<file path="config.mk">
export PLATFORM = sky130hd
export DESIGN_NAME = cmbps_top
export DESIGN_NICKNAME = d
export VERILOG_FILES = /design/src/core/cmbps_pkg.sv /design/src/core/cmbps_sel_if.sv /design/src/core/cmbps_local_priority_value_select.sv /design/src/core/cmbps_top.sv
export SDC_FILE = /design/constraint.sdc
export NUM_CORES = 1
export LEC_CHECK = 0
export ABC_AREA = 1
export BUFFER_PORTS_ARGS = -buffer_cell sky130_fd_sc_hd__buf_2
export CAP_MARGIN = 20
export CORE_AREA = 4 4 127 220
export DETAILED_ROUTE_END_ITERATION = 16
export DIE_AREA = 0 0 131 224
export PLACE_DENSITY_LB_ADDON = 0.08
export SETUP_SLACK_MARGIN = 0.4
export SLEW_MARGIN = 20
export SYNTH_ARGS = -nofsm -noshare
export SYNTH_HDL_FRONTEND = slang
export SYNTH_SLANG_ARGS = --single-unit
</file>
<file path="constraint.sdc">
create_clock -name pclk -period 3.45 [get_ports pclk]
set_input_delay 0.8625 -clock pclk [delete_from_list [all_inputs] [get_ports pclk]]
set_output_delay 0.8625 -clock pclk [all_outputs]
set_load 0.005 [all_outputs]
</file>
<file path="src/core/cmbps_pkg.sv">
// Package for the CAN message buffer length, priority and stamp block.
// Assumes a 32-bit APB register bus with byte addresses on paddr.
package cmbps_pkg;

    // ------------------------------------------------------------------
    // Register byte offsets
    // ------------------------------------------------------------------
    localparam logic [7:0] OFS_CTRL      = 8'h00; // Mode and stamp enable.
    localparam logic [7:0] OFS_TX_FLAG   = 8'h04; // tx_flag_register.
    localparam logic [7:0] OFS_TX_SELECT = 8'h08; // tx_buffer_select.
    localparam logic [7:0] OFS_LENGTH    = 8'h0C; // msg_length_code.
    localparam logic [7:0] OFS_PRIORITY  = 8'h10; // tx_local_priority.
    localparam logic [7:0] OFS_STAMP_HI  = 8'h14; // stamp_high_byte.
    localparam logic [7:0] OFS_STAMP_LO  = 8'h18; // stamp_low_byte.
    localparam logic [7:0] OFS_STATUS    = 8'h1C; // Scheduler state.
    localparam logic [7:0] OFS_RX_STAMP  = 8'h20; // Last receive stamp.
    localparam logic [7:0] OFS_TIMER     = 8'h24; // Live stamping timer.

    // ------------------------------------------------------------------
    // Field positions and widths
    // ------------------------------------------------------------------
    localparam int CTRL_INIT_BIT   = 0;  // Initialization mode.
    localparam int CTRL_TIME_BIT   = 1;  // Time stamping enable.
    localparam int LEN_CODE_W      = 4;  // length_code in bits 3:0.
    localparam int LOCAL_PRIORITY_VALUE_W          = 8;  // local_priority_value.
    localparam int STAMP_W         = 16; // Stamping timer width.
    localparam int STAT_VALID_BIT  = 0;  // A buffer is chosen.
    localparam int STAT_INDEX_LSB  = 1;  // Chosen index, two bits.
    localparam int STAT_COUNT_LSB  = 4;  // Chosen byte count, four bits.
    localparam int IDX_W           = 2;  // Buffer index width.

    // ------------------------------------------------------------------
    // Reset values and limits
    // ------------------------------------------------------------------
    localparam logic        RST_INIT      = 1'b1;
    localparam logic        RST_TIME      = 1'b0;
    localparam logic [7:0]  RST_PRIORITY  = 8'h00;
    localparam logic [3:0]  RST_LEN_CODE  = 4'h0;
    localparam logic [15:0] RST_STAMP     = 16'h0000;
    localparam logic [3:0]  MAX_DATA_BYTES = 4'h8;

    // Data byte count sent for a length code; remote frames send none.
    function automatic logic [3:0] byte_count(input logic [3:0] code,
                                              input logic       remote);
        if (remote)
        begin
            byte_count = 4'h0;
        end
        else if (code > MAX_DATA_BYTES)
        begin
            byte_count = MAX_DATA_BYTES;
        end
        else
        begin
            byte_count = code;
        end
    endfunction

endpackage

</file>
<file path="src/core/cmbps_sel_if.sv">
// Carrier between the buffer store and the priority selector.
// Assumes both ends sit in the same clock domain.
`timescale 1ns/1ps
interface cmbps_sel_if #(
    parameter int NUM_BUF = 3
);
    logic [NUM_BUF-1:0] pending;            // Buffer empty flag cleared.
    logic [7:0]         local_priority_value [NUM_BUF];     // Local priority per buffer.
    logic               valid;              // Some buffer is pending.
    logic [1:0]         index;              // Winning buffer index.

    modport store (output pending, output local_priority_value, input valid, input index);
    modport select (input pending, input local_priority_value, output valid, output index);
endinterface

</file>
<file path="src/core/cmbps_local_priority_value_select.sv">
// Combinational transmit priority selector.
// Assumes pending and priorities are stable registered values.
`timescale 1ns/1ps
module cmbps_local_priority_value_select #(
    parameter int NUM_BUF = 3
) (
    cmbps_sel_if.select sel    // Pending set in, winner out.
);

    // ------------------------------------------------------------------
    // Smallest value wins
    // ------------------------------------------------------------------
    // A strict less-than keeps the earlier index on a tie, so the lowest
    // index wins among equal priorities without a second pass.
    always_comb
    begin
        logic [7:0] best;
        best      = 8'hFF;
        sel.valid = 1'b0;
        sel.index = 2'h0;
        for (int i = 0; i < NUM_BUF; i++)
        begin
            if (sel.pending[i] && (!sel.valid || sel.local_priority_value[i] < best))
            begin
                best      = sel.local_priority_value[i];
                sel.valid = 1'b1;
                sel.index = 2'(i);
            end
        end
    end

endmodule

</file>
<file path="src/core/cmbps_top.sv">
// Notes on behaviour
// - Length code held in bits 3:0.
// - Data frame codes 0 to 8 count bytes.
// - Remote frame keeps code, sends no data.
// - Eight-bit priority, smaller value ranks higher.
// - Buffers with cleared empty flag compete.
// - Smallest priority value is sent next.
// - Ties go to the lowest index.
// - Acknowledged message gets stamp when enabled.
// - Stamp taken at acknowledge delimiter sample.
// - Timer free runs on bit clock.
// - Timer wraps silently.
// - Timer held zero in initialization mode.
// - Stamp registers read only; writes ignored.
// - Three independent transmit buffers.
// - Software clears empty; device sets after sending.
//
// Top of the transmit buffer length, priority and stamp block.
// Assumes an APB master on pclk and a CAN protocol engine that gives
// single-cycle pulses synchronous to pclk.
//
// The implementer's own choices: the APB interface to the registers and the address map.
`timescale 1ns/1ps
module cmbps_top #(
    parameter int NUM_BUF = 3  // Transmit buffer count.
) (
    input  wire logic              pclk,           // Controller clock.
    input  wire logic              presetn,        // Async reset, low.
    input  wire logic              psel,           // APB select.
    input  wire logic              penable,        // APB access phase.
    input  wire logic              pwrite,         // APB write.
    input  wire logic [7:0]        paddr,          // APB byte address.
    input  wire logic [31:0]       pwdata,         // APB write data.
    output logic      [31:0]       prdata,         // APB read data.
    output logic                   pready,         // APB ready.
    output logic                   pslverr,        // APB error.
    input  wire logic              bit_tick,       // CAN bit clock pulse.
    input  wire logic              sof_req,        // Arbitration about now.
    input  wire logic              tx_done,        // Tx acked, delimiter.
    input  wire logic              rx_ack_delim,   // Rx acked, delimiter.
    input  wire logic [NUM_BUF-1:0] tx_remote,     // Remote flag per buffer.
    output logic                   tx_valid,       // A buffer is chosen.
    output logic      [1:0]        tx_index,       // Chosen buffer.
    output logic      [3:0]        tx_length_code, // Code put on the bus.
    output logic      [3:0]        tx_byte_count,  // Data bytes to send.
    output logic                   init_mode       // Initialization mode.
);

    // ------------------------------------------------------------------
    // Elaboration check
    // ------------------------------------------------------------------
    // The index fields are two bits wide, so at most four buffers fit.
    generate
        if (NUM_BUF < 2 || NUM_BUF > 4)
        begin : g_bad_num_buf
            $error("NUM_BUF must lie between 2 and 4");
        end
    endgenerate

    // ------------------------------------------------------------------
    // State
    // ------------------------------------------------------------------
    logic                          init_r;
    logic                          time_en_r;
    logic [NUM_BUF-1:0]            empty_r;
    logic [NUM_BUF-1:0]            select_r;
    logic [3:0]                    len_r      [NUM_BUF];
    logic [7:0]                    local_priority_value_r     [NUM_BUF];
    logic [15:0]                   stamp_r    [NUM_BUF];
    logic [15:0]                   rx_stamp_r;
    logic [15:0]                   timer_r;
    logic                          active_r;
    logic [1:0]                    active_idx_r;
    logic [3:0]                    active_cnt_r;
    logic [31:0]                   prdata_r;
    logic                          pready_r;
    logic                          pslverr_r;
    logic [31:0]                   rd_nxt;
    logic                          hit_nxt;
    logic                          wr_acc;
    logic [1:0]                    sel_idx;
    logic                          sel_ok;
    logic [NUM_BUF-1:0]            select_nxt;
    logic [NUM_BUF-1:0]            done_set;

    cmbps_sel_if #(.NUM_BUF(NUM_BUF)) sel ();

    cmbps_local_priority_value_select #(.NUM_BUF(NUM_BUF)) u_select (
        .sel (sel.select)
    );

    // Feed the selector with buffers software has marked ready.
    always_comb
    begin
        sel.pending = ~empty_r;
        for (int i = 0; i < NUM_BUF; i++)
        begin
            sel.local_priority_value[i] = local_priority_value_r[i];
        end
    end

    // ------------------------------------------------------------------
    // Selected buffer decode
    // ------------------------------------------------------------------
    // The window follows the one-hot select; access to per-buffer fields
    // is only granted while that buffer is also empty.
    always_comb
    begin
        sel_idx = 2'h0;
        for (int i = NUM_BUF - 1; i >= 0; i--)
        begin
            if (select_r[i])
            begin
                sel_idx = 2'(i);
            end
        end
        sel_ok = |(select_r & empty_r);
    end

    // A select write keeps only the lowest requested buffer that is free.
    always_comb
    begin
        logic [NUM_BUF-1:0] req;
        req        = pwdata[NUM_BUF-1:0] & empty_r;
        select_nxt = req & (~req + 1'b1);
    end

    assign wr_acc   = psel & penable & pready_r & pwrite;
    assign done_set = (tx_done && active_r) ?
                      NUM_BUF'(1) << active_idx_r : '0;

    // ------------------------------------------------------------------
    // Control register
    // ------------------------------------------------------------------
    always_ff @(posedge pclk or negedge presetn)
    begin
        if (!presetn)
        begin
            init_r    <= cmbps_pkg::RST_INIT;
            time_en_r <= cmbps_pkg::RST_TIME;
        end
        else if (wr_acc && paddr == cmbps_pkg::OFS_CTRL)
        begin
            init_r    <= pwdata[cmbps_pkg::CTRL_INIT_BIT];
            time_en_r <= pwdata[cmbps_pkg::CTRL_TIME_BIT];
        end
    end

    // ------------------------------------------------------------------
    // Empty flags and buffer select
    // ------------------------------------------------------------------
    // Writing one clears a flag to queue the buffer; a completion in the
    // same cycle wins so that a finished buffer is never lost.
    always_ff @(posedge pclk or negedge presetn)
    begin
        if (!presetn)
        begin
            empty_r <= '1;
        end
        else
        begin
            logic [NUM_BUF-1:0] clr;
            clr = (wr_acc && paddr == cmbps_pkg::OFS_TX_FLAG) ?
                  pwdata[NUM_BUF-1:0] : '0;
            empty_r <= (empty_r & ~clr) | done_set;
        end
    end

    always_ff @(posedge pclk or negedge presetn)
    begin
        if (!presetn)
        begin
            select_r <= '0;
        end
        else if (wr_acc && paddr == cmbps_pkg::OFS_TX_SELECT)
        begin
            select_r <= select_nxt;
        end
    end

    // ------------------------------------------------------------------
    // Length code and local priority per buffer
    // ------------------------------------------------------------------
    // Priority writes outside the allowed window are dropped silently.
    always_ff @(posedge pclk or negedge presetn)
    begin
        if (!presetn)
        begin
            for (int i = 0; i < NUM_BUF; i++)
            begin
                len_r[i]  <= cmbps_pkg::RST_LEN_CODE;
                local_priority_value_r[i] <= cmbps_pkg::RST_PRIORITY;
            end
        end
        else if (wr_acc && sel_ok)
        begin
            if (paddr == cmbps_pkg::OFS_LENGTH)
            begin
                len_r[sel_idx] <= pwdata[cmbps_pkg::LEN_CODE_W-1:0];
            end
            if (paddr == cmbps_pkg::OFS_PRIORITY)
            begin
                local_priority_value_r[sel_idx] <= pwdata[cmbps_pkg::LOCAL_PRIORITY_VALUE_W-1:0];
            end
        end
    end

    // ------------------------------------------------------------------
    // Stamping timer and stamps
    // ------------------------------------------------------------------
    // The timer wraps with no overflow flag; nothing downstream needs one.
    always_ff @(posedge pclk or negedge presetn)
    begin
        if (!presetn)
        begin
            timer_r <= cmbps_pkg::RST_STAMP;
        end
        else if (init_r)
        begin
            timer_r <= cmbps_pkg::RST_STAMP;
        end
        else if (bit_tick)
        begin
            timer_r <= timer_r + 16'h0001;
        end
    end

    // Stamps land on the delimiter pulse; no bus write reaches them.
    always_ff @(posedge pclk or negedge presetn)
    begin
        if (!presetn)
        begin
            for (int i = 0; i < NUM_BUF; i++)
            begin
                stamp_r[i] <= cmbps_pkg::RST_STAMP;
            end
            rx_stamp_r <= cmbps_pkg::RST_STAMP;
        end
        else if (time_en_r)
        begin
            if (tx_done && active_r)
            begin
                stamp_r[active_idx_r] <= timer_r;
            end
            if (rx_ack_delim)
            begin
                rx_stamp_r <= timer_r;
            end
        end
    end

    // ------------------------------------------------------------------
    // Scheduling
    // ------------------------------------------------------------------
    // Each arbitration picks afresh, so a retry after an error may send a
    // different buffer if software queued a better one meanwhile.
    always_ff @(posedge pclk or negedge presetn)
    begin
        if (!presetn)
        begin
            active_r     <= 1'b0;
            active_idx_r <= 2'h0;
            active_cnt_r <= 4'h0;
        end
        else if (init_r || (tx_done && active_r))
        begin
            active_r <= 1'b0;
        end
        else if (sof_req)
        begin
            active_r     <= sel.valid;
            active_idx_r <= sel.index;
            active_cnt_r <= cmbps_pkg::byte_count(len_r[sel.index],
                                                  tx_remote[sel.index]);
        end
    end

    // Outputs to the protocol engine, straight from flip-flops.
    always_ff @(posedge pclk or negedge presetn)
    begin
        if (!presetn)
        begin
            tx_valid       <= 1'b0;
            tx_index       <= 2'h0;
            tx_length_code <= 4'h0;
            tx_byte_count  <= 4'h0;
            init_mode      <= cmbps_pkg::RST_INIT;
        end
        else
        begin
            tx_valid       <= active_r;
            tx_index       <= active_idx_r;
            tx_length_code <= len_r[active_idx_r];
            tx_byte_count  <= active_cnt_r;
            init_mode      <= init_r;
        end
    end

    // ------------------------------------------------------------------
    // APB read decode
    // ------------------------------------------------------------------
    always_comb
    begin
        rd_nxt  = 32'h0000_0000;
        hit_nxt = 1'b1;
        unique case (paddr)
            cmbps_pkg::OFS_CTRL:
            begin
                rd_nxt[cmbps_pkg::CTRL_INIT_BIT] = init_r;
                rd_nxt[cmbps_pkg::CTRL_TIME_BIT] = time_en_r;
            end
            cmbps_pkg::OFS_TX_FLAG:   rd_nxt[NUM_BUF-1:0] = empty_r;
            cmbps_pkg::OFS_TX_SELECT: rd_nxt[NUM_BUF-1:0] = select_r;
            cmbps_pkg::OFS_LENGTH:
                if (sel_ok) rd_nxt[3:0] = len_r[sel_idx];
            cmbps_pkg::OFS_PRIORITY:
                if (sel_ok) rd_nxt[7:0] = local_priority_value_r[sel_idx];
            cmbps_pkg::OFS_STAMP_HI:
                if (sel_ok) rd_nxt[7:0] = stamp_r[sel_idx][15:8];
            cmbps_pkg::OFS_STAMP_LO:
                if (sel_ok) rd_nxt[7:0] = stamp_r[sel_idx][7:0];
            cmbps_pkg::OFS_STATUS:
            begin
                rd_nxt[cmbps_pkg::STAT_VALID_BIT] = active_r;
                rd_nxt[cmbps_pkg::STAT_INDEX_LSB +: 2] = active_idx_r;
                rd_nxt[cmbps_pkg::STAT_COUNT_LSB +: 4] = active_cnt_r;
            end
            cmbps_pkg::OFS_RX_STAMP:  rd_nxt[15:0] = rx_stamp_r;
            cmbps_pkg::OFS_TIMER:     rd_nxt[15:0] = timer_r;
            default:                  hit_nxt = 1'b0;
        endcase
    end

    // ------------------------------------------------------------------
    // APB handshake
    // ------------------------------------------------------------------
    // Ready rises one cycle after setup so every output comes from a
    // flip-flop; this costs exactly one wait-free access cycle.
    always_ff @(posedge pclk or negedge presetn)
    begin
        if (!presetn)
        begin
            prdata_r  <= 32'h0000_0000;
            pready_r  <= 1'b0;
            pslverr_r <= 1'b0;
        end
        else
        begin
            pready_r  <= psel & ~penable;
            pslverr_r <= psel & ~penable & ~hit_nxt;
            if (psel && !penable && !pwrite)
            begin
                prdata_r <= rd_nxt;
            end
        end
    end

    assign prdata  = prdata_r;
    assign pready  = pready_r;
    assign pslverr = pslverr_r;

endmodule

</file>
# Word level (Yosys, flattened, before mapping)
# Index checks and enable logic that the tools add are counted.
# op_classes
add_sub_neg	2
n_lt_le_gt_ge	9
eq_ne	9
shift	1
muxes	54
n_bitwise	19
reduce_logical	28
# op_table
op	count
two-way mux 16 bit	5
two-way mux 8 bit	8
bitwise mux 48 bit	1
two-way mux 4 bit	10
binary-select mux 16 bit (select 2 bit)	1
demux 16 bit (select 2 bit)	1
equality test 8 x 5 -> 1 bit (second input constant)	4
binary-select mux 4 bit (select 2 bit)	3
bitwise mux 24 bit	1
one-hot mux 4 bit (6 select lines)	1
one-hot mux 2 bit (10 select lines)	1
adder 16 x 1 -> 16 bit (second input constant)	1
binary-select mux 8 bit (select 2 bit)	1
demux 8 bit (select 2 bit)	1
equality test 8 x 4 -> 1 bit (second input constant)	2
equality test 8 x 6 -> 1 bit (second input constant)	2
less-than comparator 8 bit	2
one-hot mux 8 bit (2 select lines)	1
AND 3 bit	4
bitwise mux 12 bit	1
logical AND 1 bit	11
AND reduction 2 bit	5
OR reduction 10 bit	1
>= comparator 3 bit (second input constant)	3
other kinds (23)	51
# totals
register_bits	161
in_bits	52
word_cells	148

# Depth between registers and ports, before layout
# Gate-level depths: netlist (run 1).
# logic_depth
depth_word	17
ltp_mapped	27
ltp_nobuf	25

# Cells and area by module
# From an unflattened synthesis (run 1), not the netlist that was laid out.
# unflattened
cells_unflattened	1021
area_unflattened_um2	8211.6
# by_module_without_submodules
mod	n_inst	cells_per_inst	area_per_inst_um2	seq_area_each_um2
cmbps_top	1	934	7714.9	4035.1
cmbps_local_priority_value_select	1	87	496.7	0.0

# Worst setup path after synthesis (run 1)
# OpenSTA, ideal clock, no wires.
# synth_path
path_type	register -> register
from	reg empty_r[0]
to	reg active_cnt_r[0]
t_arrival_ps	3279
required_ps	3333
slack_ps	53
stages_incl_launch_ff	23
n_path_buf	3
period_less_slack_ps	3397
path_cell_list	dfstp_2 > buf_2 > nor2_1 > ha_1 > nand2_1 > o21a_1 > nand2_1 > nand2_2 > nand2_4 > clkbuf_1 > clkbuf_1 > o21ai_0 > ha_1 > a21oi_1 > nor2_1 > a211oi_1 > nand2_2 > nand2_4 > nand2_4 > nand2_1 > nand2_1 > nand3_1 > nand2_1
# synth_between
elab_chain_cells	17
word_cells_on_any_way	24
# synth_rtl
item	line	source
start: declaration	cmbps_top.sv:65	logic [NUM_BUF-1:0] empty_r;
start signal: assignment	cmbps_top.sv:165	empty_r <= (empty_r & ~clr) | done_set;
inverter 3 bit (*)	cmbps_top.sv:95	sel.pending = ~empty_r;
two-way mux 8 bit / two-way mux 1 bit (equally long branches)	cmbps_local_priority_value_select.sv:23	if (sel.pending[i] && (!sel.valid || sel.local_priority_value[i] < best))
less-than comparator 8 bit / logical NOT 1 bit (equally long branches)	cmbps_local_priority_value_select.sv:23	
logical OR 1 bit	cmbps_local_priority_value_select.sv:23	
logical AND 1 bit	cmbps_local_priority_value_select.sv:23	
two-way mux 8 bit / two-way mux 1 bit (equally long branches)	cmbps_local_priority_value_select.sv:23	
less-than comparator 8 bit / logical NOT 1 bit (equally long branches)	cmbps_local_priority_value_select.sv:23	
logical OR 1 bit	cmbps_local_priority_value_select.sv:23	
logical AND 1 bit	cmbps_local_priority_value_select.sv:23	
two-way mux 2 bit (*)	cmbps_local_priority_value_select.sv:23	
inverter 2 -> 3 bit (implied by the code)	cmbps_top.sv:273	active_cnt_r <= cmbps_pkg::byte_count(len_r[sel.index],
binary-select mux 4 bit (select 2 bit)	cmbps_top.sv:273	
two-way mux 4 bit (implied by the code) (2 in a row)	cmbps_top.sv:273	
greater-than comparator 4 bit	cmbps_pkg.sv:49	else if (code > MAX_DATA_BYTES)
two-way mux 4 bit	cmbps_pkg.sv:49	
two-way mux 4 bit (*)	cmbps_pkg.sv:45	if (remote)
end signal: assignment	cmbps_top.sv:273	
end: declaration	cmbps_top.sv:74	logic [3:0] active_cnt_r;
# Mark *: on every way between the ends. The rest lies on a longest branch, timed or not. The select of a mux whose other input is x is not followed.
# A chain may end at the register's enable or synchronous reset.

# Final worst setup path (run 1)
# Same ends and word-level chain as after synthesis.

==> summary.txt, run 1 <==
Floorplan
  – Row count: 78
  – Die Outline Area: 0.02934 mm²
  – Overall die width: 131 µm
  – Effective utilization at floorplan: 0.2984
  – Number of top-level pins: 98
  – Core area: 0.02606 mm²
  – DIE HEIGHT: 224 µm

Synth
  – Total of flip-flops plus latches after synthesis: 161
  – Instance count of the mapped netlist: 936
  – Seq/Total Area, Yosys: 0.5189
  – Post-synth EDFFs: 0
  – Count of different cell masters after synthesis: 42
  – Avg Synthesized Cell Area: 8.308 µm²
  – Primary flip-flop cell chosen by synthesis mapping: sky130_fd_sc_hd__dfrtp_1
  – Warnings from Yosys: 0
  – Fraction of registers with async set/reset: 1.000
  – Combined area of all synthesized cells: 0.007776 mm²

Final layout
  – Final-stage net count: 1075
  – Final Util: 0.3587
  – Most common library cell in the layout ignoring fill and taps: sky130_fd_sc_hd__nand2_1
  – Synthesis-to-layout area growth: 20.19%
  – Final standard cell count with taps included and fillers excluded: 1339
  – N_diodes: 0
  – Number of fillers in the final layout: 2728
  – Layout cells sized above 1: 0.1806
  – Commonest cells after routing, fill and taps aside: sky130_fd_sc_hd__nand2_1, sky130_fd_sc_hd__dfrtp_1, sky130_fd_sc_hd__o21ai_0

Place
  – Gp weighted congestion: 0.8590
  – Placed cell count: 1301
  – Count of buffers inserted at the top-level ports: 57
  – Post-DP HPWL: 18000 µm

STA
  – RSZ-0062 raised after global routing: true
  – Max Freq: 0.3115 GHz
  – Max-slew violation count: 0
  – Final count of negative-setup-slack endpoints: 0
  – Fraction of the cycle the final worst path needs: 0.9305
  – TNS Setup: 0 ps
  – Worst Max-Slew Pin Slew: 979.5 ps
  – Tmin final: 3210 ps
  – Setup skew after layout: 9.936 ps
  – Max-Slew Margin vs Limit: 0.3454
  – Number of hold violations in the final report: 0

Detailed routing
  – Routed WL per cell: 18.89 µm
  – Detailed-router iteration count before antenna repair: 5
  – Post-route DRC violation count: 0
  – Detailed Route Iter0 Violations: 449
  – Vias after detailed routing: 6526
  – Total Routed Length: 25300 µm
  – Detail-routed via count per cell: 4.874
  – Remaining antenna violation count after routing: 0

Worst setup path
  – Critical Path Stages: 21
  – Family with the most delay on the worst path: simple AND/OR/NAND/NOR gates
  – Worst R2R Path Depth: 21
  – CP Class: reg2reg
  – Biggest fanout along the worst timing path: 8
  – Required time reported for the critical path endpoint: 3790 ps
  – Number of buffers and inverters on the critical path: 1
  – Worst path max stage delay: 740 ps
  – Data arrival time of the critical path: 3550 ps
  – Type of element capturing the critical path: flop
  – Worst-path cell chain: nor2_2 > ha_1 > nand2_2 > o21a_1 > nand2_2 > nand2_4 > nand2_8 > buf_8 > nand2_2 > o21ai_2 > ha_1 > nand2_1 > nor2_2 > a211oi_2 > nand2_4 > nand2_8 > nand2_8 > nand2_4 > nand2_4 > nand3_2 > nand2_2
  – Kind of start point of the critical path: flop
  – Cell with the biggest individual delay on the critical path: sky130_fd_sc_hd__dfstp_4

CTS
  – Source-to-sink clock delay at the later pin of the worst-skew pair: 450 ps
  – Total number of H-tree levels: 4
  – Maximum root-to-sink buffer count: 2
  – CTS Buf Count: 17
  – Clk slew on worst S/H paths: 70 ps
  – TritonCTS clock tree: yes
  – CTS Root Buffer Type: sky130_fd_sc_hd__clkbuf_16
  – Sinks on Clock Net: 161

Global routing
  – Pin count of the biggest net entering global routing: 72
  – Combined global-route utilization of all metal layers: 0.1789
  – Number of antenna violations at the first check in global routing: 0
  – Congestion Overflow GR: 0
  – Vias in the first global route: 6537
  – First-pass GRT wire length: 38910 µm

Min path
  – Min-Delay Path Depth: 0
  – HP Class: reg2reg

Run
  – Max-cap viol count: 0

Power and ir drop
  – Leakage: 0.004258 µW
  – VDD IR-drop max: 0.0003563 V
  – Power density cells: 502.7 mW/mm²

Outcome
  – Run status: completed
logic make-up (layout without fill, tap and decap cells):
group / count (synthesis) / after routing / share of synthesized area
AO/OA/AOI/OAI: 229 / 229 / 0.1686
adder cells (fa/ha/maj): 15 / 15 / 0.02414
buffers and inverters: 135 / 203 / 0.07417
flip-flops: 161 / 161 / 0.5189
multiplexers: 2 / 2 / 0.002735
other: 1 / 16 / 0.0004822
AND/OR/NAND/NOR: 393 / 393 / 0.2109
power by group:
| part | total, µW | switching [µW] | internal [µW] |
|---|---|---|---|
| Clock | 1830 | 802 | 1030 |
| Sequential | 2090 | 98.3 | 1990 |
| Combinational | 778 | 498 | 280 |
metrics by stage:
step,hold slack (ps),power [µW],setup WS (ps),cell area [µm²]
finish,418.3,4699,239.9,9346
global route,432.7,4920,71.46,9346
CTS,420.3,4680,183.5,9110
detailed placement,405.3,2773,136.4,8461
global placement,410.8,2776,123.7,8461
floorplan,354.1,2502,410.3,7866
final timing paths:
kind / start / to / slack, ps
setup / recovery: empty_r[0]$_DFF_PN1_ / active_cnt_r[0]$_DFFE_PN0P_ / 240
hold / removal: active_r$_DFFE_PN0P_ / tx_valid$_DFF_PN0_ / 420
setup reg to reg: empty_r[0]$_DFF_PN1_ / active_cnt_r[0]$_DFFE_PN0P_ / 240
hold reg to reg: active_r$_DFFE_PN0P_ / tx_valid$_DFF_PN0_ / 420
max in group asynchronous: presetn / prdata[4]$_DFFE_PN0P_ / 2230
min in group asynchronous: presetn / stamp_r[26]$_DFFE_PN0P_ / 440
synth_stat cells, types with 2 or more instances:
cell type / number / area [µm²]
sky130_fd_sc_hd__nand2_2: 4 / 25.02
sky130_fd_sc_hd__o21a_1: 3 / 22.52
sky130_fd_sc_hd__a21oi_1: 27 / 135.1
sky130_fd_sc_hd__a22oi_1: 4 / 30.03
sky130_fd_sc_hd__dfrtp_1: 156 / 3904
sky130_fd_sc_hd__buf_4: 17 / 127.6
sky130_fd_sc_hd__inv_1: 81 / 304.0
sky130_fd_sc_hd__inv_2: 4 / 15.01
sky130_fd_sc_hd__o21ai_1: 4 / 20.02
sky130_fd_sc_hd__o41ai_1: 2 / 17.52
sky130_fd_sc_hd__a31oi_1: 16 / 100.1
sky130_fd_sc_hd__dfstp_2: 5 / 131.4
sky130_fd_sc_hd__o22ai_1: 7 / 43.79
sky130_fd_sc_hd__nor3_1: 17 / 85.08
sky130_fd_sc_hd__o221ai_1: 2 / 17.52
sky130_fd_sc_hd__nor2_2: 3 / 18.77
sky130_fd_sc_hd__nor4_2: 2 / 25.02
sky130_fd_sc_hd__buf_2: 5 / 25.02
sky130_fd_sc_hd__nand2_1: 285 / 1070
sky130_fd_sc_hd__nand2_4: 3 / 33.78
sky130_fd_sc_hd__a211oi_1: 3 / 22.52
sky130_fd_sc_hd__nand3_1: 27 / 135.1
sky130_fd_sc_hd__nor4_1: 2 / 12.51
sky130_fd_sc_hd__nor2_1: 41 / 153.9
sky130_fd_sc_hd__a2bb2oi_1: 8 / 70.07
sky130_fd_sc_hd__ha_1: 15 / 187.7
sky130_fd_sc_hd__o21ai_0: 135 / 675.7
sky130_fd_sc_hd__a21o_1: 3 / 22.52
sky130_fd_sc_hd__a221oi_1: 9 / 78.83
sky130_fd_sc_hd__nand4_1: 3 / 18.77
sky130_fd_sc_hd__clkbuf_1: 27 / 101.4
sky130_fd_sc_hd__o2111ai_1: 4 / 35.03
sky130_fd_sc_hd__nor3_2: 3 / 30.03
layer usage:
| layer | track usage | routed length [µm] |
|---|---|---|
| met4 | 0.09100 | 993 |
| met5 | 0 | 0 |
| met1 | 0.2070 | 9915 |
| met2 | 0.3093 | 13680 |
| met3 | 0.03269 | 716 |
state kept, by name (all words and copies together), names as in the netlist, 2 cells and up:
signal,count
tx_index,2
local_priority_value_r,24
rx_stamp_r,16
empty_r,3
active_cnt_r,4
active_idx_r,2
stamp_r,48
prdata,16
tx_length_code,4
tx_byte_count,4
len_r,12
select_r,3
timer_r,16
what timing repair did:
| item | 4_1_cts | 5_1_grt |
|---|---|---|
| hold buffers | 0 | 0 |
| setup buffers | 6 | 2 |
| setup endpoints to repair | 6 | 6 |
| gates resized for setup | 16 | 46 |
| pin swaps | 14 | 30 |
final cells by class:
type,instances,area (µm²),area share
Multi-Input combinational cell,655,3493,0.3738
Inverter,86,322.8,0.03454
Timing Repair Buffer,87,544.3,0.05823
Tap cell,320,400.4,0.04284
Clock buffer,22,464.2,0.04967
Sequential cell,161,4039,0.4321
Clock inverter,8,82.58,0.008835
worst reg2reg max path: cells and delay by family (launching register included):
family | cells | cell delay [ps]
AO/OA/AOI/OAI | 3 | 410
buffers and inverters | 1 | 150
adder cells (fa/ha/maj) | 2 | 570
AND/OR/NAND/NOR | 15 | 1240
flip-flops | 1 | 740
No activity file was read; power rests on OpenSTA's default activity.
==> run 2, diff against run 1 <==
--- a/config.mk
+++ b/config.mk
@@ -8,12 +8,13 @@
 export ABC_AREA = 1
 export BUFFER_PORTS_ARGS = -buffer_cell sky130_fd_sc_hd__buf_2
 export CAP_MARGIN = 20
-export CORE_AREA = 4 4 127 220
+export CORE_AREA = 4 4 131 226
 export DETAILED_ROUTE_END_ITERATION = 16
-export DIE_AREA = 0 0 131 224
+export DIE_AREA = 0 0 135 230
 export PLACE_DENSITY_LB_ADDON = 0.08
-export SETUP_SLACK_MARGIN = 0.4
+export SETUP_SLACK_MARGIN = 0.05
 export SLEW_MARGIN = 20
 export SYNTH_ARGS = -nofsm -noshare
 export SYNTH_HDL_FRONTEND = slang
+export SYNTH_HIERARCHICAL = 1
 export SYNTH_SLANG_ARGS = --single-unit
==> constraint.sdc (replaced) <==
create_clock -name pclk -period 3.2 [get_ports pclk]
set_input_delay 0.8 -clock pclk [delete_from_list [all_inputs] [get_ports pclk]]
set_output_delay 0.8 -clock pclk [all_outputs]
set_load 0.005 [all_outputs]
==> summary.txt, run 2 <==
Worst setup path
  – Worst path max stage delay: 550 ps
  – Most frequent cell on the critical path: sky130_fd_sc_hd__nand2_1
  – Cell with the biggest individual delay on the critical path: sky130_fd_sc_hd__dfstp_2
  – Kind of start point of the critical path: flop
  – Type of element capturing the critical path: flop
  – Required time reported for the critical path endpoint: 3530 ps
  – Data arrival time of the critical path: 3860 ps
  – Beginning of the worst register-to-register path: empty_r[0]$_DFF_PN1_
  – Biggest fanout along the worst timing path: 8
  – Endpoint of the most critical register-to-register path: active_cnt_r[0]$_DFFE_PN0P_
  – CP Class: reg2reg
  – Register-to-register setup slack: -330 ps
  – Worst R2R Path Depth: 27

CTS
  – Clk slew on worst S/H paths: 70 ps
  – CTS Buf Count: 17
  – Sinks on Clock Net: 161
  – Maximum root-to-sink buffer count: 2
  – Hold-fix buffers, CTS: 0
  – CTS Root Buffer Type: sky130_fd_sc_hd__clkbuf_16
  – Total number of H-tree levels: 4
  – TritonCTS clock tree: yes
  – Source-to-sink clock delay at the later pin of the worst-skew pair: 440 ps

Synth
  – Xor/xnor cell area share of the yosys netlist: 0
  – Commonest cells in the synthesized netlist: sky130_fd_sc_hd__nand2_1, sky130_fd_sc_hd__dfrtp_1, sky130_fd_sc_hd__o21ai_0
  – Count of different cell masters after synthesis: 39
  – Dominant cell type by area after synthesis: sky130_fd_sc_hd__dfrtp_1
  – Synth Area in Compound Gates: 0.1362
  – Top-area cell type share of the netlist area: 0.4754
  – Warnings from Yosys: 6
  – Fraction of registers with async set/reset: 1.000
  – Total of flip-flops plus latches after synthesis: 161
  – Instance count of the mapped netlist: 1021
  – Seq/Total Area, Yosys: 0.4914
  – Largest family of logic cells by synthesized area: simple AND/OR/NAND/NOR gates
  – Multiplexer area fraction after synthesis: 0.001219
  – Post-synth EDFFs: 0
  – Leading cell type by number of instances after synthesis: sky130_fd_sc_hd__nand2_1
  – Biggest area contributors in the synthesized netlist: sky130_fd_sc_hd__dfrtp_1, sky130_fd_sc_hd__nand2_1, sky130_fd_sc_hd__o21ai_0
  – Primary flip-flop cell chosen by synthesis mapping: sky130_fd_sc_hd__dfrtp_1
  – Post-Synth Simple-Gate Area: 0.2726
  – Combined area of all synthesized cells: 0.008212 mm²
  – Post-Synth Adder-Cell Area: 0.02286
  – Avg Synthesized Cell Area: 8.043 µm²

Global routing
  – Combined global-route utilization of all metal layers: 0.1837
  – First-pass GRT wire length: 42650 µm
  – Vias in the first global route: 7306
  – Number of antenna violations at the first check in global routing: 0
  – Pin count of the biggest net entering global routing: 66
  – Congestion Overflow GR: 0

Floorplan
  – Die Outline Area: 0.03105 mm²
  – DIE HEIGHT: 230 µm
  – Overall die width: 135 µm
  – Number of top-level pins: 98
  – Row count: 81
  – Effective utilization at floorplan: 0.2946
  – Core area: 0.02787 mm²

STA
  – Tmin final: 3530 ps
  – Worst Max-Slew Pin Slew: 923.1 ps
  – Max-slew violation count: 0
  – Max Freq: 0.2833 GHz
  – Max-Slew Margin vs Limit: 0.3831
  – RSZ-0062 raised after global routing: true
  – Final count of negative-setup-slack endpoints: 5
  – Setup skew after layout: 8.166 ps
  – Number of hold violations in the final report: 0
  – Post-route setup slack: -330.4 ps
  – Fraction of the cycle the final worst path needs: 1.103

Detailed routing
  – Vias after detailed routing: 7117
  – Remaining antenna violation count after routing: 0
  – Total Routed Length: 27650 µm
  – Detail-routed via count per cell: 4.729
  – Detailed-router iteration count before antenna repair: 5
  – Routed WL per cell: 18.37 µm
  – Detailed Route Iter0 Violations: 367
  – Post-route DRC violation count: 0

Outcome
  – Violated checks: setup timing
  – Run status: complete, but fails checks

Power and ir drop
  – Switch Pwr: 1872 µW
  – Power density cells: 572.4 mW/mm²
  – Leakage: 0.004849 µW
  – Clock network fraction of total power: 0.365
  – Switching Fraction: 0.3238
  – VDD IR-drop max: 0.0004204 V
  – Internal Dissipation: 3911 µW
  – Combinational cell fraction of total power: 0.230
  – Seq pwr share: 0.405

Final layout
  – Commonest cells after routing, fill and taps aside: sky130_fd_sc_hd__nand2_1, sky130_fd_sc_hd__dfrtp_1, sky130_fd_sc_hd__o21ai_0
  – N_diodes: 0
  – Layout cells sized above 1: 0.2200
  – Regs by FF count: stamp_r: 48 flops, local_priority_value_r: 24 flops
  – Final Util: 0.3625
  – Most common library cell in the layout ignoring fill and taps: sky130_fd_sc_hd__nand2_1
  – Largest register by flop count: stamp_r
  – Final-stage net count: 1186
  – Synthesis-to-layout area growth: 23.04%
  – Number of fillers in the final layout: 2978
  – Flip-flop count of the largest register, all copies and words added: 48

Place
  – Gp weighted congestion: 0.8183
  – Post-DP HPWL: 20110 µm
  – Worst-case setup slack after placement: -534.5 ps
  – Count of buffers inserted at the top-level ports: 57

Run
  – Max-cap viol count: 0

Min path
  – HP Class: in2async
## run 2: cell count changes after synthesis, sizes merged, moves of 12 or more
cell,previous run,this run
nor2,44,58
nand4,3,18
nor3,21,9
clkbuf,27,15
nand2,292,315
buf,22,42
nand3,28,108
## run 2: cell families after synthesis
kind of cell | after synthesis
other | 1
AO/OA/AOI/OAI | 198
flip-flops | 161
buffers and inverters | 133
multiplexers | 1
adder cells (fa/ha/maj) | 15
AND/OR/NAND/NOR | 512
## run 2: layout make-up
type,instances,area [µm²],area share
inverters,76,307.8,0.03046
clock buffers,18,439.2,0.04347
clock inverters,14,155.1,0.01536
flip-flops and latches,161,4035,0.3994
repair buffers,120,818.3,0.08099
multi-input cells,743,3881,0.3841
well taps,373,466.7,0.04619
## run 2: worst max-delay path, delay by kind of cell (launching register included)
| family | cells | cell delay, ps |
|---|---|---|
| simple gates | 14 | 950 |
| compound gates | 6 | 890 |
| flops | 1 | 550 |
| buf+inv | 5 | 500 |
| fa+ha+maj | 2 | 500 |
## run 2: timing repair
item | CTS | global route
buffers inserted | 7 | 1
cloned | 1 | 0
setup endpoints to repair | 6 | 6
pin swaps | 25 | 18
resized for setup | 38 | 20
## run 2: power groups by stage
stage | registers (µW) | logic [µW] | clock network, µW
6_report | 2340 | 1330 | 2110
5_1_grt | 2360 | 1470 | 2240
4_1_cts | 2350 | 1280 | 2180
3_5_place_dp | 2380 | 1130 | 0
3_3_place_gp | 2380 | 1130 | 0
2_1_floorplan | 2340 | 609 | 0
## run 2: worst max path at each step
stage                                    start                           to  slack (ps)  depth (start not counted)
final                     empty_r[0]$_DFF_PN1_  active_cnt_r[0]$_DFFE_PN0P_        -330                         27
after global routing      empty_r[0]$_DFF_PN1_  active_cnt_r[2]$_DFFE_PN0P_        -560                         30
after floorplan           empty_r[0]$_DFF_PN1_  active_cnt_r[0]$_DFFE_PN0P_         -70                         26
after CTS                 empty_r[0]$_DFF_PN1_  active_cnt_r[3]$_DFFE_PN0P_        -410                         25
after global placement    empty_r[0]$_DFF_PN1_  active_cnt_r[1]$_DFFE_PN0P_        -480                         24
after detailed placement  empty_r[0]$_DFF_PN1_  active_cnt_r[1]$_DFFE_PN0P_        -530                         26
## run 2: per-stage QoR
stage	instances	power, µW	hold slack, ps	area [µm²]	TNS (ps)
2_1_floorplan	1036	2945	354.1	8319	-188.5
3_3_place_gp	1464	3516	427.8	9194	-1934
3_5_place_dp	1464	3513	432.6	9194	-2047
4_1_cts	1504	5804	277.5	10020	-1788
5_1_grt	1505	6082	300.6	10100	-2525
6_report	1505	5783	275.9	10100	-1314
## run 2: per-layer routing
metal  GRT usage  routed length [µm]  vias to the layer above
met2      0.3488               15600                      102
met5           0                   0                        -
met4     0.08323                 964                        0
li1            -                   -                     3561
met1      0.1972               10530                     3414
met3     0.02583                 552                       40
==> run 3, diff against run 2 <==
--- a/config.mk
+++ b/config.mk
@@ -5,12 +5,11 @@
 export SDC_FILE = /design/constraint.sdc
 export NUM_CORES = 1
 export LEC_CHECK = 0
-export ABC_AREA = 1
 export BUFFER_PORTS_ARGS = -buffer_cell sky130_fd_sc_hd__buf_2
 export CAP_MARGIN = 20
-export CORE_AREA = 4 4 131 226
+export CORE_AREA = 4 4 131 227
 export DETAILED_ROUTE_END_ITERATION = 16
-export DIE_AREA = 0 0 135 230
+export DIE_AREA = 0 0 135 231
 export PLACE_DENSITY_LB_ADDON = 0.08
 export SETUP_SLACK_MARGIN = 0.05
 export SLEW_MARGIN = 20
==> summary.txt, run 3 <==
Synth
  – Count of different cell masters after synthesis: 66
  – Total of flip-flops plus latches after synthesis: 161
  – Synth Area in Compound Gates: 0.1461
  – Combined area of all synthesized cells: 0.008228 mm²
  – Dominant cell type by area after synthesis: sky130_fd_sc_hd__dfrtp_1
  – Post-synth EDFFs: 0
  – Commonest cells in the synthesized netlist: sky130_fd_sc_hd__dfrtp_1, sky130_fd_sc_hd__mux2_2, sky130_fd_sc_hd__nand2_1
  – Primary flip-flop cell chosen by synthesis mapping: sky130_fd_sc_hd__dfrtp_1
  – Leading cell type by number of instances after synthesis: sky130_fd_sc_hd__dfrtp_1
  – Seq/Total Area, Yosys: 0.4904
  – Biggest area contributors in the synthesized netlist: sky130_fd_sc_hd__dfrtp_1, sky130_fd_sc_hd__mux2_2, sky130_fd_sc_hd__mux2i_1
  – Post-Synth Simple-Gate Area: 0.1071
  – Largest family of logic cells by synthesized area: multiplexers
  – Instance count of the mapped netlist: 723
  – Xor/xnor cell area share of the yosys netlist: 0.01597
  – Warnings from Yosys: 6
  – Avg Synthesized Cell Area: 11.38 µm²
  – Post-Synth Adder-Cell Area: 0.02281
  – Multiplexer area fraction after synthesis: 0.1731
  – Fraction of registers with async set/reset: 1.000
  – Top-area cell type share of the netlist area: 0.4745

Detailed routing
  – Total Routed Length: 27180 µm
  – Remaining antenna violation count after routing: 0
  – Vias after detailed routing: 6258
  – Detail-routed via count per cell: 5.202
  – Detailed Route Iter0 Violations: 377
  – Detailed-router iteration count before antenna repair: 4
  – Routed WL per cell: 22.59 µm
  – Post-route DRC violation count: 0

Outcome
  – Run status: complete, but fails checks
  – Violated checks: setup timing

STA
  – Post-route setup slack: -1094 ps
  – Worst Max-Slew Pin Slew: 1064 ps
  – Setup skew after layout: 11.94 ps
  – Fraction of the cycle the final worst path needs: 1.342
  – Max-Slew Margin vs Limit: 0.2901
  – Max-slew violation count: 0
  – Max Freq: 0.2329 GHz
  – Number of hold violations in the final report: 0
  – Final count of negative-setup-slack endpoints: 6
  – Tmin final: 4294 ps
  – RSZ-0062 raised after global routing: true
  – TNS Setup: -5741 ps

Power and ir drop
  – Combinational cell fraction of total power: 0.266
  – VDD IR-drop max: 0.0003720 V
  – Switch Pwr: 1915 µW
  – Power density cells: 627.6 mW/mm²
  – Seq pwr share: 0.369
  – Total power: 6310 µW
  – Switching Fraction: 0.3035
  – Clock network fraction of total power: 0.365
  – Internal Dissipation: 4395 µW
  – Leakage: 0.004806 µW

CTS
  – CTS Buf Count: 17
  – TritonCTS clock tree: yes
  – Sinks on Clock Net: 161
  – Source-to-sink clock delay at the later pin of the worst-skew pair: 450 ps
  – Total number of H-tree levels: 4
  – Clk slew on worst S/H paths: 70 ps
  – CTS Root Buffer Type: sky130_fd_sc_hd__clkbuf_16
  – Hold-fix buffers, CTS: 0
  – Maximum root-to-sink buffer count: 2

Floorplan
  – Overall die width: 135 µm
  – Die Outline Area: 0.03119 mm²
  – Number of top-level pins: 98
  – Core area: 0.02787 mm²
  – Effective utilization at floorplan: 0.2952
  – DIE HEIGHT: 231 µm
  – Row count: 81

Run
  – Max-cap viol count: 0

Worst setup path
  – Kind of start point of the critical path: flop
  – Endpoint of the most critical register-to-register path: active_cnt_r[1]$_DFFE_PN0P_
  – Biggest fanout along the worst timing path: 9
  – Worst setup path end: active_cnt_r[1]$_DFFE_PN0P_
  – CP Class: reg2reg
  – Worst R2R Path Depth: 21
  – Required time reported for the critical path endpoint: 3590 ps
  – Data arrival time of the critical path: 4680 ps
  – Register-to-register setup slack: -1090 ps
  – Critical Path Source: empty_r[0]$_DFF_PN1_
  – Beginning of the worst register-to-register path: empty_r[0]$_DFF_PN1_
  – Type of element capturing the critical path: flop

Place
  – Post-DP HPWL: 20380 µm
  – Count of buffers inserted at the top-level ports: 57
  – Gp weighted congestion: 0.8756

Final layout
  – Largest register by flop count: stamp_r
  – N_diodes: 0
  – Synthesis-to-layout area growth: 22.19%
  – Layout cells sized above 1: 0.3627
  – Flip-flop count of the largest register, all copies and words added: 48
  – Commonest cells after routing, fill and taps aside: sky130_fd_sc_hd__dfrtp_1, sky130_fd_sc_hd__mux2_2, sky130_fd_sc_hd__buf_4
  – Number of fillers in the final layout: 2816
  – Most common library cell in the layout ignoring fill and taps: sky130_fd_sc_hd__dfrtp_1
  – Regs by FF count: stamp_r: 48 flops, local_priority_value_r: 24 flops
  – Final-stage net count: 884

Global routing
  – Congestion Overflow GR: 0
  – Number of antenna violations at the first check in global routing: 0
  – Combined global-route utilization of all metal layers: 0.1808
  – Pin count of the biggest net entering global routing: 67
  – Vias in the first global route: 6839
  – First-pass GRT wire length: 41980 µm

Min path
  – HP Class: in2async
-- run 3: cell count changes after synthesis, sizes merged, moves of 13 or more --
| cell | change |
|---|---|
| o22a | +16 |
| nand3 | -97 |
| a21oi | +17 |
| nor2b | +13 |
| o21ai | -110 |
| mux2i | +19 |
| nor2 | -17 |
| inv | -70 |
| nand2 | -267 |
| mux2 | +106 |
| clkbuf | +13 |
| o221ai | +14 |
-- run 3: metal layers --
layer | track usage | vias up | share of wire
li1 | - | 2829 | -
met1 | 0.1954 | 3211 | 0.38
met2 | 0.3329 | 166 | 0.55
met3 | 0.04034 | 52 | 0.035
met4 | 0.07976 | 0 | 0.037
met5 | 0 | - | 0
-- run 3: kinds of logic after synthesis --
logic type | after synthesis
and+or+nand+nor | 164
buffers and inverters | 68
AOI/OAI and AO/OA | 173
adders and majority gates | 15
DFF | 161
other | 1
muxes | 126
xor gates and xnor gates | 15
-- run 3: worst min-delay path by stage --
stage / slack, ps / cells after the start / endpoint
6_report: 360 / 1 / rx_stamp_r[12]$_DFFE_PN0P_
2_1_floorplan: 360 / 0 / tx_index[1]$_DFF_PN0_
3_3_place_gp: 450 / 0 / init_mode$_DFF_PN1_
3_5_place_dp: 460 / 0 / init_mode$_DFF_PN1_
5_1_grt: 390 / 1 / stamp_r[24]$_DFFE_PN0P_
4_1_cts: 360 / 1 / stamp_r[24]$_DFFE_PN0P_
-- run 3: cell type report --
| type | instances | area [µm²] | share of cell area |
|---|---|---|---|
| Multi-Input combinational cell | 509 | 4055 | 0.4034 |
| Sequential cell | 161 | 4035 | 0.4014 |
| Timing Repair Buffer | 122 | 814.5 | 0.08102 |
| Clock buffer | 22 | 474.2 | 0.04717 |
| Tap cell | 373 | 466.7 | 0.04642 |
| Clock inverter | 10 | 182.7 | 0.01817 |
| Inverter | 6 | 25.02 | 0.002489 |
-- run 3: power groups by stage --
stage | Clock (µW) | Combinational, µW | Sequential [µW]
finish | 2300 | 1680 | 2330
global placement | 0 | 1390 | 2360
floorplan | 0 | 947 | 2250
detailed placement | 0 | 1430 | 2370
global route | 2440 | 1810 | 2350
CTS | 2360 | 1640 | 2330
-- run 3: what timing repair did --
item                                    4_1_cts  5_1_grt
endpoints found under the setup margin        6        6
buffers inserted                              5        0
pin swaps                                     8        8
resized for setup                            25        4
gates cloned                                  0        0
-- run 3: per-stage QoR --
stage | instances | setup slack, ps | hold WS [ps] | area, µm² | utilization
final | 1203 | -1094 | 363.2 | 10050 | 0.3607
after floorplan | 738 | -1087 | 365.0 | 8369 | -
after global placement | 1166 | -1244 | 449.7 | 9236 | 0.3314
after detailed placement | 1166 | -1314 | 457.8 | 9236 | 0.3314
after global routing | 1203 | -1294 | 394.8 | 10050 | 0.3607
after CTS | 1203 | -1048 | 362.8 | 10040 | 0.3601
-- run 3: critical path, cell delays in order (launching register included) --
cell and delay (ps):
sky130_fd_sc_hd__dfstp_2 560, sky130_fd_sc_hd__inv_4 60, sky130_fd_sc_hd__nor2b_4 140, sky130_fd_sc_hd__ha_4 240, sky130_fd_sc_hd__a211o_1 260, sky130_fd_sc_hd__o211ai_2 90, sky130_fd_sc_hd__buf_4 160, sky130_fd_sc_hd__a21oi_4 60
sky130_fd_sc_hd__buf_6 130, sky130_fd_sc_hd__a21oi_2 120, sky130_fd_sc_hd__a21o_1 130, sky130_fd_sc_hd__ha_4 220, sky130_fd_sc_hd__a21oi_4 140, sky130_fd_sc_hd__o21ai_2 90, sky130_fd_sc_hd__or4b_4 570, sky130_fd_sc_hd__o31ai_4 320
sky130_fd_sc_hd__buf_6 160, sky130_fd_sc_hd__mux2i_1 180, sky130_fd_sc_hd__nor2_1 70, sky130_fd_sc_hd__a21oi_2 130, sky130_fd_sc_hd__nor3b_4 240, sky130_fd_sc_hd__a22o_1 160
